==> src/rtl/dspiv_pkg.sv <==
/*
 * Constants for the interrupt prioritisation and vectoring block:
 * vector offsets, flag bit positions, priorities and reset values.
 * Assumes a single core clock and a synchronous active-low reset.
 */
package dspiv_pkg;
    localparam int          NUM_SRC        = 14;
    localparam int          VEC_W          = 7;
    localparam logic [15:0] FLAG_RESET     = 16'h0000;
    localparam logic [15:0] MASK_RESET     = 16'h0000;
    localparam logic [15:0] FLAG_USED      = 16'h3FFF;
    // Vector offsets
    localparam logic [6:0]  VEC_RESET      = 7'h00;
    localparam logic [6:0]  VEC_NMI        = 7'h04;
    localparam logic [6:0]  VEC_SOFT_FIRST = 7'h08;
    localparam logic [6:0]  VEC_SOFT_LAST  = 7'h3C;
    localparam logic [6:0]  VEC_MASKABLE0  = 7'h40;
    localparam logic [6:0]  VEC_STEP       = 7'h04;
    // Flag bit positions
    localparam int BIT_EXT0 = 0;
    localparam int BIT_EXT1 = 1;
    localparam int BIT_EXT2 = 2;
    localparam int BIT_TIMER = 3;
    localparam int BIT_SER0_RX = 4;
    localparam int BIT_SER0_TX = 5;
    localparam int BIT_SER2_RX = 6;
    localparam int BIT_SER2_TX = 7;
    localparam int BIT_EXT3 = 8;
    localparam int BIT_HOST = 9;
    localparam int BIT_SER1_RX = 10;
    localparam int BIT_SER1_TX = 11;
    localparam int BIT_DMA4 = 12;
    localparam int BIT_DMA5 = 13;
    // Priorities
    localparam logic [4:0] PRIO_RESET    = 5'h01;
    localparam logic [4:0] PRIO_NMI      = 5'h02;
    localparam logic [4:0] PRIO_MASKABLE0 = 5'h03;
    localparam logic [4:0] PRIO_NONE     = 5'h00;
endpackage

==> src/rtl/dspiv_top.sv <==
/*
 * Interrupt prioritisation and vectoring. Keeps reset and soft reset in one
 * shared pending bit and nonmaskable requests in another, collects pin, timer, serial,
 * host and DMA requests into a pending flag register gated by an enable mask,
 * and offers the highest-priority request to the core as vector_base plus a vector offset, with a priority number.
 * Assumes peripheral and DMA event lines are one-cycle pulses on mclk,
 * pins and the nonmaskable input are asynchronous levels (edge-caught),
 * and the core pulses irq_ack in the cycle it takes the offered vector.
 */
module dspiv_top
    import dspiv_pkg::*;
(
    // Clock and reset
    input  wire logic        mclk,
    input  wire logic        rst_n,
    // Reset sources
    input  wire logic        reset_input_n,
    input  wire logic        soft_reset_trap,
    // Asynchronous pins, active low
    input  wire logic        nmi_n,
    input  wire logic        ext_request_0_n,
    input  wire logic        ext_request_1_n,
    input  wire logic        ext_request_2_n,
    input  wire logic        ext_request_3_n,
    // On-chip events, one-cycle pulses
    input  wire logic        timer_event,
    input  wire logic        serial0_rx_event,
    input  wire logic        serial0_tx_event,
    input  wire logic        serial1_rx_event,
    input  wire logic        serial1_tx_event,
    input  wire logic        serial2_rx_event,
    input  wire logic        serial2_tx_event,
    input  wire logic        host_port_event,
    input  wire logic        dma_ch0_event,
    input  wire logic        dma_ch1_event,
    input  wire logic        dma_ch2_event,
    input  wire logic        dma_ch3_event,
    input  wire logic        dma_ch4_event,
    input  wire logic        dma_ch5_event,
    // Source selection: 1 picks the DMA channel for the shared slot
    input  wire logic        dma01_select,
    input  wire logic        dma23_select,
    // Software access to flags and mask, and the vector base
    input  wire logic [15:0] mask_wdata,
    input  wire logic        mask_we,
    input  wire logic [15:0] flag_clear,
    input  wire logic        flag_clear_we,
    input  wire logic [15:0] vector_base,
    // Core side
    input  wire logic        irq_ack,
    output logic [15:0]      pending_flags,
    output logic [15:0]      enable_mask,
    output logic             irq_req,
    output logic [15:0]      irq_vector,
    output logic [4:0]       irq_priority,
    output logic             reset_req
);
    typedef struct packed {
        logic [15:0] flags;
        logic [15:0] mask;
        logic        nmi_pend;
        logic        nmi_last;
        logic [3:0]  pin_last;
        logic        rst_pend;
        logic        req;
        logic [6:0]  vec;
        logic [4:0]  prio;
    } dspiv_state_t;

    dspiv_state_t st_reg;
    dspiv_state_t st_next;

    logic [4:0]  pins_s;
    logic [15:0] ev;
    logic [15:0] live;
    logic        found;
    logic [3:0]  win;

    // Pins pass two flops before use
    dspiv_sync #(.W(5)) u_sync (
        .mclk  (mclk),
        .rst_n (rst_n),
        .d     ({~nmi_n, ~ext_request_3_n, ~ext_request_2_n,
                 ~ext_request_1_n, ~ext_request_0_n}),
        .q     (pins_s)
    );

    // Priority number for a flag bit: bit order equals priority order
    function automatic logic [4:0] bit_prio(input logic [3:0] b);
        return PRIO_MASKABLE0 + {1'b0, b};
    endfunction

    // Event vector in flag layout; shared slots choose their source
    always_comb begin
        ev = '0;
        ev[BIT_EXT0]    = pins_s[0] & ~st_reg.pin_last[0];
        ev[BIT_EXT1]    = pins_s[1] & ~st_reg.pin_last[1];
        ev[BIT_EXT2]    = pins_s[2] & ~st_reg.pin_last[2];
        ev[BIT_TIMER]   = timer_event;
        ev[BIT_SER0_RX] = serial0_rx_event;
        ev[BIT_SER0_TX] = serial0_tx_event;
        ev[BIT_SER2_RX] = dma01_select ? dma_ch0_event
                                       : serial2_rx_event;
        ev[BIT_SER2_TX] = dma01_select ? dma_ch1_event
                                       : serial2_tx_event;
        ev[BIT_EXT3]    = pins_s[3] & ~st_reg.pin_last[3];
        ev[BIT_HOST]    = host_port_event;
        ev[BIT_SER1_RX] = dma23_select ? dma_ch2_event
                                       : serial1_rx_event;
        ev[BIT_SER1_TX] = dma23_select ? dma_ch3_event
                                       : serial1_tx_event;
        ev[BIT_DMA4]    = dma_ch4_event;
        ev[BIT_DMA5]    = dma_ch5_event;
    end

    // Same layout gates flags by mask; lowest bit wins
    assign live = st_reg.flags & st_reg.mask & FLAG_USED;
    always_comb begin
        found = 1'b0;
        win   = '0;
        for (int i = NUM_SRC - 1; i >= 0; i--) begin
            if (live[i]) begin
                found = 1'b1;
                win   = 4'(i);
            end
        end
    end

    // Next state: flag set wins over clear, ack clears the winner only
    always_comb begin
        st_next = st_reg;
        st_next.pin_last = pins_s[3:0];
        st_next.nmi_last = pins_s[4];
        st_next.rst_pend = ~reset_input_n | soft_reset_trap;
        if (mask_we) begin
            st_next.mask = mask_wdata & FLAG_USED;
        end
        if (flag_clear_we) begin
            st_next.flags = st_reg.flags & ~flag_clear;
        end
        if (irq_ack && st_reg.req && st_reg.prio >= PRIO_MASKABLE0) begin
            st_next.flags[st_reg.vec[5:2]] = 1'b0;
        end
        if (irq_ack && st_reg.req && st_reg.prio == PRIO_NMI) begin
            st_next.nmi_pend = 1'b0;
        end
        st_next.flags = (st_next.flags | ev) & FLAG_USED;
        if (pins_s[4] && !st_reg.nmi_last) begin
            st_next.nmi_pend = 1'b1;
        end
        // Offer registered after arbitration
        if (st_next.rst_pend) begin
            st_next.req   = 1'b1;
            st_next.vec   = VEC_RESET;
            st_next.prio  = PRIO_RESET;
            st_next.flags = FLAG_RESET;
            st_next.mask  = MASK_RESET;
            st_next.nmi_pend = 1'b0;
        end else if (st_next.nmi_pend) begin
            st_next.req  = 1'b1;
            st_next.vec  = VEC_NMI;
            st_next.prio = PRIO_NMI;
        end else begin
            st_next.req  = found && !(irq_ack && st_reg.req);
            st_next.vec  = VEC_MASKABLE0 + {1'b0, win, 2'b00};
            st_next.prio = found ? bit_prio(win) : PRIO_NONE;
        end
    end

    // State register
    always_ff @(posedge mclk) begin
        if (!rst_n) begin
            st_reg <= '0;
            st_reg.vec  <= VEC_RESET;
            st_reg.prio <= PRIO_NONE;
        end else begin
            st_reg <= st_next;
        end
    end

    // Outputs from the state register
    assign pending_flags = st_reg.flags;
    assign enable_mask   = st_reg.mask;
    assign irq_req       = st_reg.req;
    assign irq_vector    = vector_base + {9'h000, st_reg.vec};
    assign irq_priority  = st_reg.prio;
    assign reset_req     = st_reg.rst_pend;

    // Checks
    property p_reset_vec;
        @(posedge mclk) disable iff (!rst_n)
        st_reg.rst_pend |-> st_reg.vec == 7'h00 && st_reg.prio == 5'd1;
    endproperty
    a_reset_vec: assert property (p_reset_vec)
        else $error("reset not at vector 00h prio 1");

    property p_nmi_vec;
        @(posedge mclk) disable iff (!rst_n)
        (st_reg.nmi_pend && !st_reg.rst_pend) |->
            st_reg.req && st_reg.vec == 7'h04 && st_reg.prio == 5'd2;
    endproperty
    a_nmi_vec: assert property (p_nmi_vec)
        else $error("nonmaskable not offered at 04h");

    property p_vec_prio;
        @(posedge mclk) disable iff (!rst_n)
        (irq_req && irq_priority >= 5'd3) |->
            st_reg.vec == 7'h40 + 7'((irq_priority - 5'd3) * 4);
    endproperty
    a_vec_prio: assert property (p_vec_prio)
        else $error("vector and priority disagree");

    property p_no_reserved;
        @(posedge mclk) disable iff (!rst_n)
        irq_req |-> st_reg.vec <= 7'h74;
    endproperty
    a_no_reserved: assert property (p_no_reserved)
        else $error("reserved vector offered");

    property p_reserved_bits;
        @(posedge mclk) disable iff (!rst_n)
        pending_flags[15:14] == 2'b00 && enable_mask[15:14] == 2'b00;
    endproperty
    a_reserved_bits: assert property (p_reserved_bits)
        else $error("reserved flag bit set");

    property p_masked_quiet;
        @(posedge mclk) disable iff (!rst_n)
        (irq_req && irq_priority >= 5'd3) |->
            enable_mask[st_reg.vec[5:2]];
    endproperty
    a_masked_quiet: assert property (p_masked_quiet)
        else $error("masked source offered");

    property p_timer_flag;
        @(posedge mclk) disable iff (!rst_n)
        (timer_event && !st_next.rst_pend) |=> pending_flags[3];
    endproperty
    a_timer_flag: assert property (p_timer_flag)
        else $error("timer event lost");

    property p_lowest_first;
        @(posedge mclk) disable iff (!rst_n)
        (irq_req && irq_priority >= 5'd3) |->
            (live & ((16'h0001 << st_reg.vec[5:2]) - 16'h0001)) == 16'h0
            || $past(live) != live;
    endproperty
    a_lowest_first: assert property (p_lowest_first)
        else $error("lower priority served first");

    c_reset: cover property (@(posedge mclk) st_reg.rst_pend);
    c_nmi: cover property (@(posedge mclk) irq_req && irq_priority == 5'd2);
    c_dma5: cover property (@(posedge mclk) irq_req && st_reg.vec == 7'h74);
    c_two: cover property (@(posedge mclk) live[0] && live[13]);
endmodule // dspiv_top

==> src/rtl/dspiv_sync.sv <==
/*
 * Two-flop synchroniser bank for the request pins.
 * Assumes inputs are asynchronous to mclk.
 */
module dspiv_sync #(
    parameter int W = 1
) (
    // Clock and reset
    input  wire logic         mclk,
    input  wire logic         rst_n,
    // Data
    input  wire logic [W-1:0] d,
    output logic      [W-1:0] q
);
    logic [W-1:0] meta_reg;
    logic [W-1:0] q_reg;

    // Two stages; only the second stage is seen outside
    always_ff @(posedge mclk) begin
        if (!rst_n) begin
            meta_reg <= '0;
            q_reg    <= '0;
        end else begin
            meta_reg <= d;
            q_reg    <= meta_reg;
        end
    end

    assign q = q_reg;
endmodule // dspiv_sync

==> config.mk <==
export PLATFORM = sky130hd
export DESIGN_NAME = dspiv_top
export DESIGN_NICKNAME = d
export VERILOG_FILES = /design/src/rtl/dspiv_pkg.sv /design/src/rtl/dspiv_top.sv /design/src/rtl/dspiv_sync.sv
export SDC_FILE = /design/constraint.sdc
export NUM_CORES = 1
export LEC_CHECK = 0
export BUFFER_PORTS_ARGS = -buffer_cell sky130_fd_sc_hd__buf_4
export CAP_MARGIN = 10
export CORE_ASPECT_RATIO = 2
export CORE_MARGIN = 4
export CORE_UTILIZATION = 40
export CTS_BUF_LIST = sky130_fd_sc_hd__clkbuf_4 sky130_fd_sc_hd__clkbuf_8
export DETAILED_ROUTE_END_ITERATION = 8
export PLACE_DENSITY = 0.79
export SYNTH_ARGS = -nofsm -noshare
export SYNTH_HDL_FRONTEND = slang
export SYNTH_SLANG_ARGS = --single-unit
==> constraint.sdc <==
create_clock -name mclk -period 4.2 [get_ports mclk]
set_input_delay 0.21 -clock mclk [delete_from_list [all_inputs] [get_ports mclk]]
set_output_delay 0.21 -clock mclk [all_outputs]
set_load 0.005 [all_outputs]
### Yosys cells after proc, flatten, opt, wreduce, memory -nomap -nowiden

Index checks and enable logic that the tools add are counted.

* add/subtract/negate cells: 3
* multipliers: 0
* div/mod/pow operators: 0
* magnitude comparators: 3
* equal/unequal tests: 1
* shift-type cells: 0
* multiplexer cells: 41
* bitwise gates (word level): 23
* reductions and logical operators: 11

Operators with widths (count)
* $mux W4: 14
* $and A14 B14 Y14: 3
* $mux W14: 2
* $not A14 Y14: 2
* $mux W13: 2
* $mux W1: 21
* $add A16 B7 Y16: 1
* $or A14 B14 Y14: 1
* $not A1 Y1: 12
* $add A7 B6 Y7 const A: 1
* $logic_and A1 B1 Y1: 6
* $add A2 B4 Y5 const A: 1
* $eq A5 B2 Y1 const B: 1
* $ge A5 B2 Y1 const B: 1
* $lt A4 B5 Y1 const B: 1
* $mux W5: 1
* $and A1 B1 Y1: 4
* $demux W1 S4: 1
* $ge A4 B1 Y1 const B: 1
* $reduce_or A4 Y1: 1
* $reduce_or A3 Y1: 1
* $logic_not A1 Y1: 2
* $reduce_or A2 Y1: 1
* $or A1 B1 Y1: 1

* register bits: 58
* latch bits: 0
* RAM bits: 0
* ROM bits: 0
* logic and storage cells: 96
* memories: 0

### Longest topological paths before layout

* word-level depth: 19
* mapped depth: 9
* depth with buffers taken out: 9

### Modules after synthesis

A second synthesis with hierarchy kept.

* cells, all modules: 331
* area total of the unflattened synthesis: 2905.3 sq um

By module, submodules not included
* dspiv_top: instances 1, cells an instance 311, area an instance 2642.5 sq um
* dspiv_sync: instances 1, cells an instance 20, area an instance 262.8 sq um

### Worst setup path after synthesis

Ideal clock, no wire load.

* path type: reg-to-output
* from: register st_reg[7] (netlist bit)
* to: output irq_vector[10]
* arrival time: 1680 ps
* data required time: 3990 ps
* path slack: 2310 ps
* stages on the path, launching flop included: 10
* buffers on the path: 0
* cells stage by stage: dfxtp_1 ha_1 inv_1 fa_1 nor2b_1 o21a_1 o21ai_0 nand2b_1 nand4_1 xnor2_1

* word-level cells in the longest chain between the ends: 1

RTL lines
* from (decl): line dspiv_top.sv:70 `dspiv_state_t st_reg;`
* from (signal assigned): line dspiv_top.sv:177 `st_reg <= st_next;`
* $add A16 B7 Y16: line dspiv_top.sv:185 `assign irq_vector = vector_base + {9'h000, st_reg.vec};`
* to (decl): line dspiv_top.sv:54 `output logic [15:0] irq_vector,`

Every way passes these cells.

### Worst setup path in the final report

* from: register st_reg[7] (netlist bit)
* to: output irq_vector[12]

Same word-level chain as after synthesis.

==> metrics.md <==
| Metric | Value |
|---|---|
| Pwr/cell area | `~270 mW/mm²` |
| Yosys cell types | `43` |
| Ys Warns | `0` |
| Worst setup SP type | `flip-flop` |
| Critical Path RT | `about 4000 ps` |
| DRT Pass-1 Iters | `4` |
| R2r startpoint | `pending_flags[5]$_SDFF_PP0_` |
| Final design utilization | `roughly 52%` |
| Max Slew Vio Count | `0` |
| Initial Util | `40.9%` |
| EDFF count, synth | `0` |
| Post-Syn Area | `roughly 0.0028 mm²` |
| Reg2Reg Depth | `7` |
| R2R setup slack | `2080 ps` |
| Rel. slew slack | `~30%` |
| Synth Register Bits | `56` |
| Total wire length | `roughly 7.5 mm` |
| Seq/Total Area, Yosys | `roughly two fifths` |
| Sink of the worst hold path | `u_sync.meta_reg[1]$_SDFF_PN0_` |
| Yosys top cell by area | `dfxtp_1` |
| Mapped Cells | `325` |
| Main synth FF type | `dfxtp_1` |
| Die X | `67.6 µm` |
| Fin crit share | `between 60% and 70%` |
| Drt via density | `approximately 5.0` |
| Synth top area cells | `dfxtp_1 39%, buf_4 10%, mux2i_1 6.7%` |
| I/O pin count | `between 100 and 150` |
| Reg2Reg Capture Point | `irq_priority[2]$_SDFF_PP0_` |
| DR DRC count | `0` |
| Area delta synth->final | `27.3%` |
| CTS max path bufs | `2` |
| Fmax | `382 MHz` |
| CP Capture Type | `output port` |
| RSZ-0062 raised after global routing | `no` |
| CTS buffer count | `5` |
| Outcome | `completed` |
| First-pass GRT wire length | `around 11 mm` |
| Nets | `488` |
| Max cap viols | `0` |
| Vias in the first global route | `between 2000 and 2500` |
| Clk_skew | `4.22 ps` |
| Final setup violation count | `0` |
| Syn_area_per_cell | `a little under 9 µm²` |
| IO buf count | `about 120` |
| Site Rows | `43` |
| DP Wirelength | `just over 6 mm` |
| Hold buffers post-CTS | `0` |
| Commonest non-fill, non-tap cell in the layout | `buf_4` |
| Total gr overflow | `0` |
| Initial antenna violation count | `0` |
| Placer Congestion | `between 0.7 and 0.8` |
| Root Buffer | `clkbuf_8` |
| First DRT Iteration DRCs | `60` |
| Post-CTS sizing | `0` |
| Final min period | `approximately 2600 ps` |
| Skew-Pair Late Insertion Delay | `approximately 300 ps` |
| Leakage power | `between 1.5 and 2 nW` |
| Synth async-reset ratio | `0%` |
| Largest net degree at the start of global routing | `32` |
| Core Region | `0.00694 mm²` |
| Worst-path clk slew | `~90 ps` |
| Hold path start | `ext_request_1_n` |
| VDD IR-drop max | `roughly 0.00017 V` |
| Worst Path Max Fanout | `6` |
| Clock sink count | `56` |
| Setup_tns | `0 ps` |
| Worst EP arrival | `2410 ps` |
| Ant. Diodes | `0` |
| Die Y | `127 µm` |
| Measured slew at the worst slew-check pin | `between 1000 and 1500 ps` |
| Hold Path Cell Cnt | `2` |
| CTS H-Tree Depth | `2` |
| Synth top area share | `between 30% and 40%` |
| GRT Overall Usage | `between 15 and 20%` |
| CTS tree | `built` |
| Post-CTS setup buffers | `0` |
| Final Power | `between 0.9 and 1 mW` |
| DR WL/cell | `between 15 and 20 µm` |
| Min-delay worst type | `in2reg` |
| Via Count | `approximately 2500` |
| Layout cells sized above 1 | `32.5%` |
| Worst Path Class, Setup | `reg2out` |
| Pre-CTS setup slack | `1900 ps` |
| Full die area | `~0.0086 mm²` |
| Most frequent cells in the layout | `118 x buf_4, 56 x dfxtp_1, 33 x nand2_1, 33 x nor2_1, 19 x mux2i_1` |
| Final Hold Viols | `0` |
| Final setup margin | `around 1600 ps` |
| DRT antenna net count | `0` |
[synthesized netlist by cell type, types with 2 or more instances]
cell type and n:
a22o_1 3, and3_1 3, xnor2_1 10, buf_4 39
and2_1 11, a21oi_1 18, nand3_1 10, o311ai_0 2
nor2b_1 3, a32oi_1 2, nor2_1 33, nand2_1 33
ha_1 6, o211ai_1 7, nand4_1 2, o21ai_0 4
clkbuf_1 7, a22oi_1 6, inv_1 13, nand3b_1 3
nand2b_1 8, a31oi_1 5, a32o_1 2, dfxtp_1 56
xor2_1 3, mux2i_1 19
[cell families after synthesis]
family | count (synthesis) | share of synthesized area, %
simple gates | 114 | 20.2
buf+inv | 61 | 13.3
flops | 56 | 39.5
compound gates | 54 | 12.9
mux | 19 | 6.69
xor+xnor | 13 | 4.01
fa+ha+maj | 7 | 3.35
other cells | 1 | 0.132
[layer usage]
| metal | vias up | part of all wire, % | track usage [%] |
|---|---|---|---|
| met2 | 104 | 55 | 32.5 |
| met1 | 1143 | 33 | 16.7 |
| li1 | 1217 | - | - |
| met5 | - | 0 | 0 |
| met4 | 0 | 3.9 | 8.85 |
| met3 | 24 | 8.1 | 3.96 |
[layout make-up]
type	count	area [µm²]
fill	677	3320
multi-input combinational	211	1360
sequential	56	1120
timing repair buffer	118	886
tap	90	113
clock buffer	6	82.6
inverter	13	48.8
clock inverter	2	10.0
[stage by stage]
step           instance area [µm²]  hold slack [ps]  cells
4_1_cts                       3620             35.6    496
3_5_place_dp                  3520              362    488
3_3_place_gp                  3520              362    488
6_report                      3620             42.3    496
5_1_grt                       3620             28.5    496
2_1_floorplan                 2850              277    328
[worst max-delay path, stage by stage (launching register included)]
cell	delay, ps
dfxtp_1	450
ha_1	230
inv_1	70
fa_1	410
nor2b_1	130
o21a_1	140
o21ai_0	100
nand2b_1	160
nand3_1	120
xnor2_1	160
buf_4	140
[how the worst max path moves through the flow]
stage / slack, ps / end / cells past startpoint / startpoint
2_1_floorplan: 2310 / irq_vector[10] / 9 / st_reg[7]$_SDFF_PP0_
3_3_place_gp: 2040 / irq_vector[11] / 7 / st_reg[9]$_SDFF_PP0_
3_5_place_dp: 1900 / irq_vector[12] / 10 / st_reg[7]$_SDFF_PP0_
4_1_cts: 1560 / irq_vector[12] / 10 / st_reg[7]$_SDFF_PP0_
5_1_grt: 1380 / irq_vector[12] / 10 / st_reg[7]$_SDFF_PP0_
6_report: 1580 / irq_vector[12] / 10 / st_reg[7]$_SDFF_PP0_
[where the power goes]
group	total, mW	internal (mW)	leakage [nW]	switching [mW]
Combinational	0.139	0.0840	1.14	0.0547
Sequential	0.555	0.545	0.456	0.0102
Clock	0.295	0.132	0.0510	0.163
Total	0.989	0.761	1.64	0.228
(Power assumes the default switching activity.)
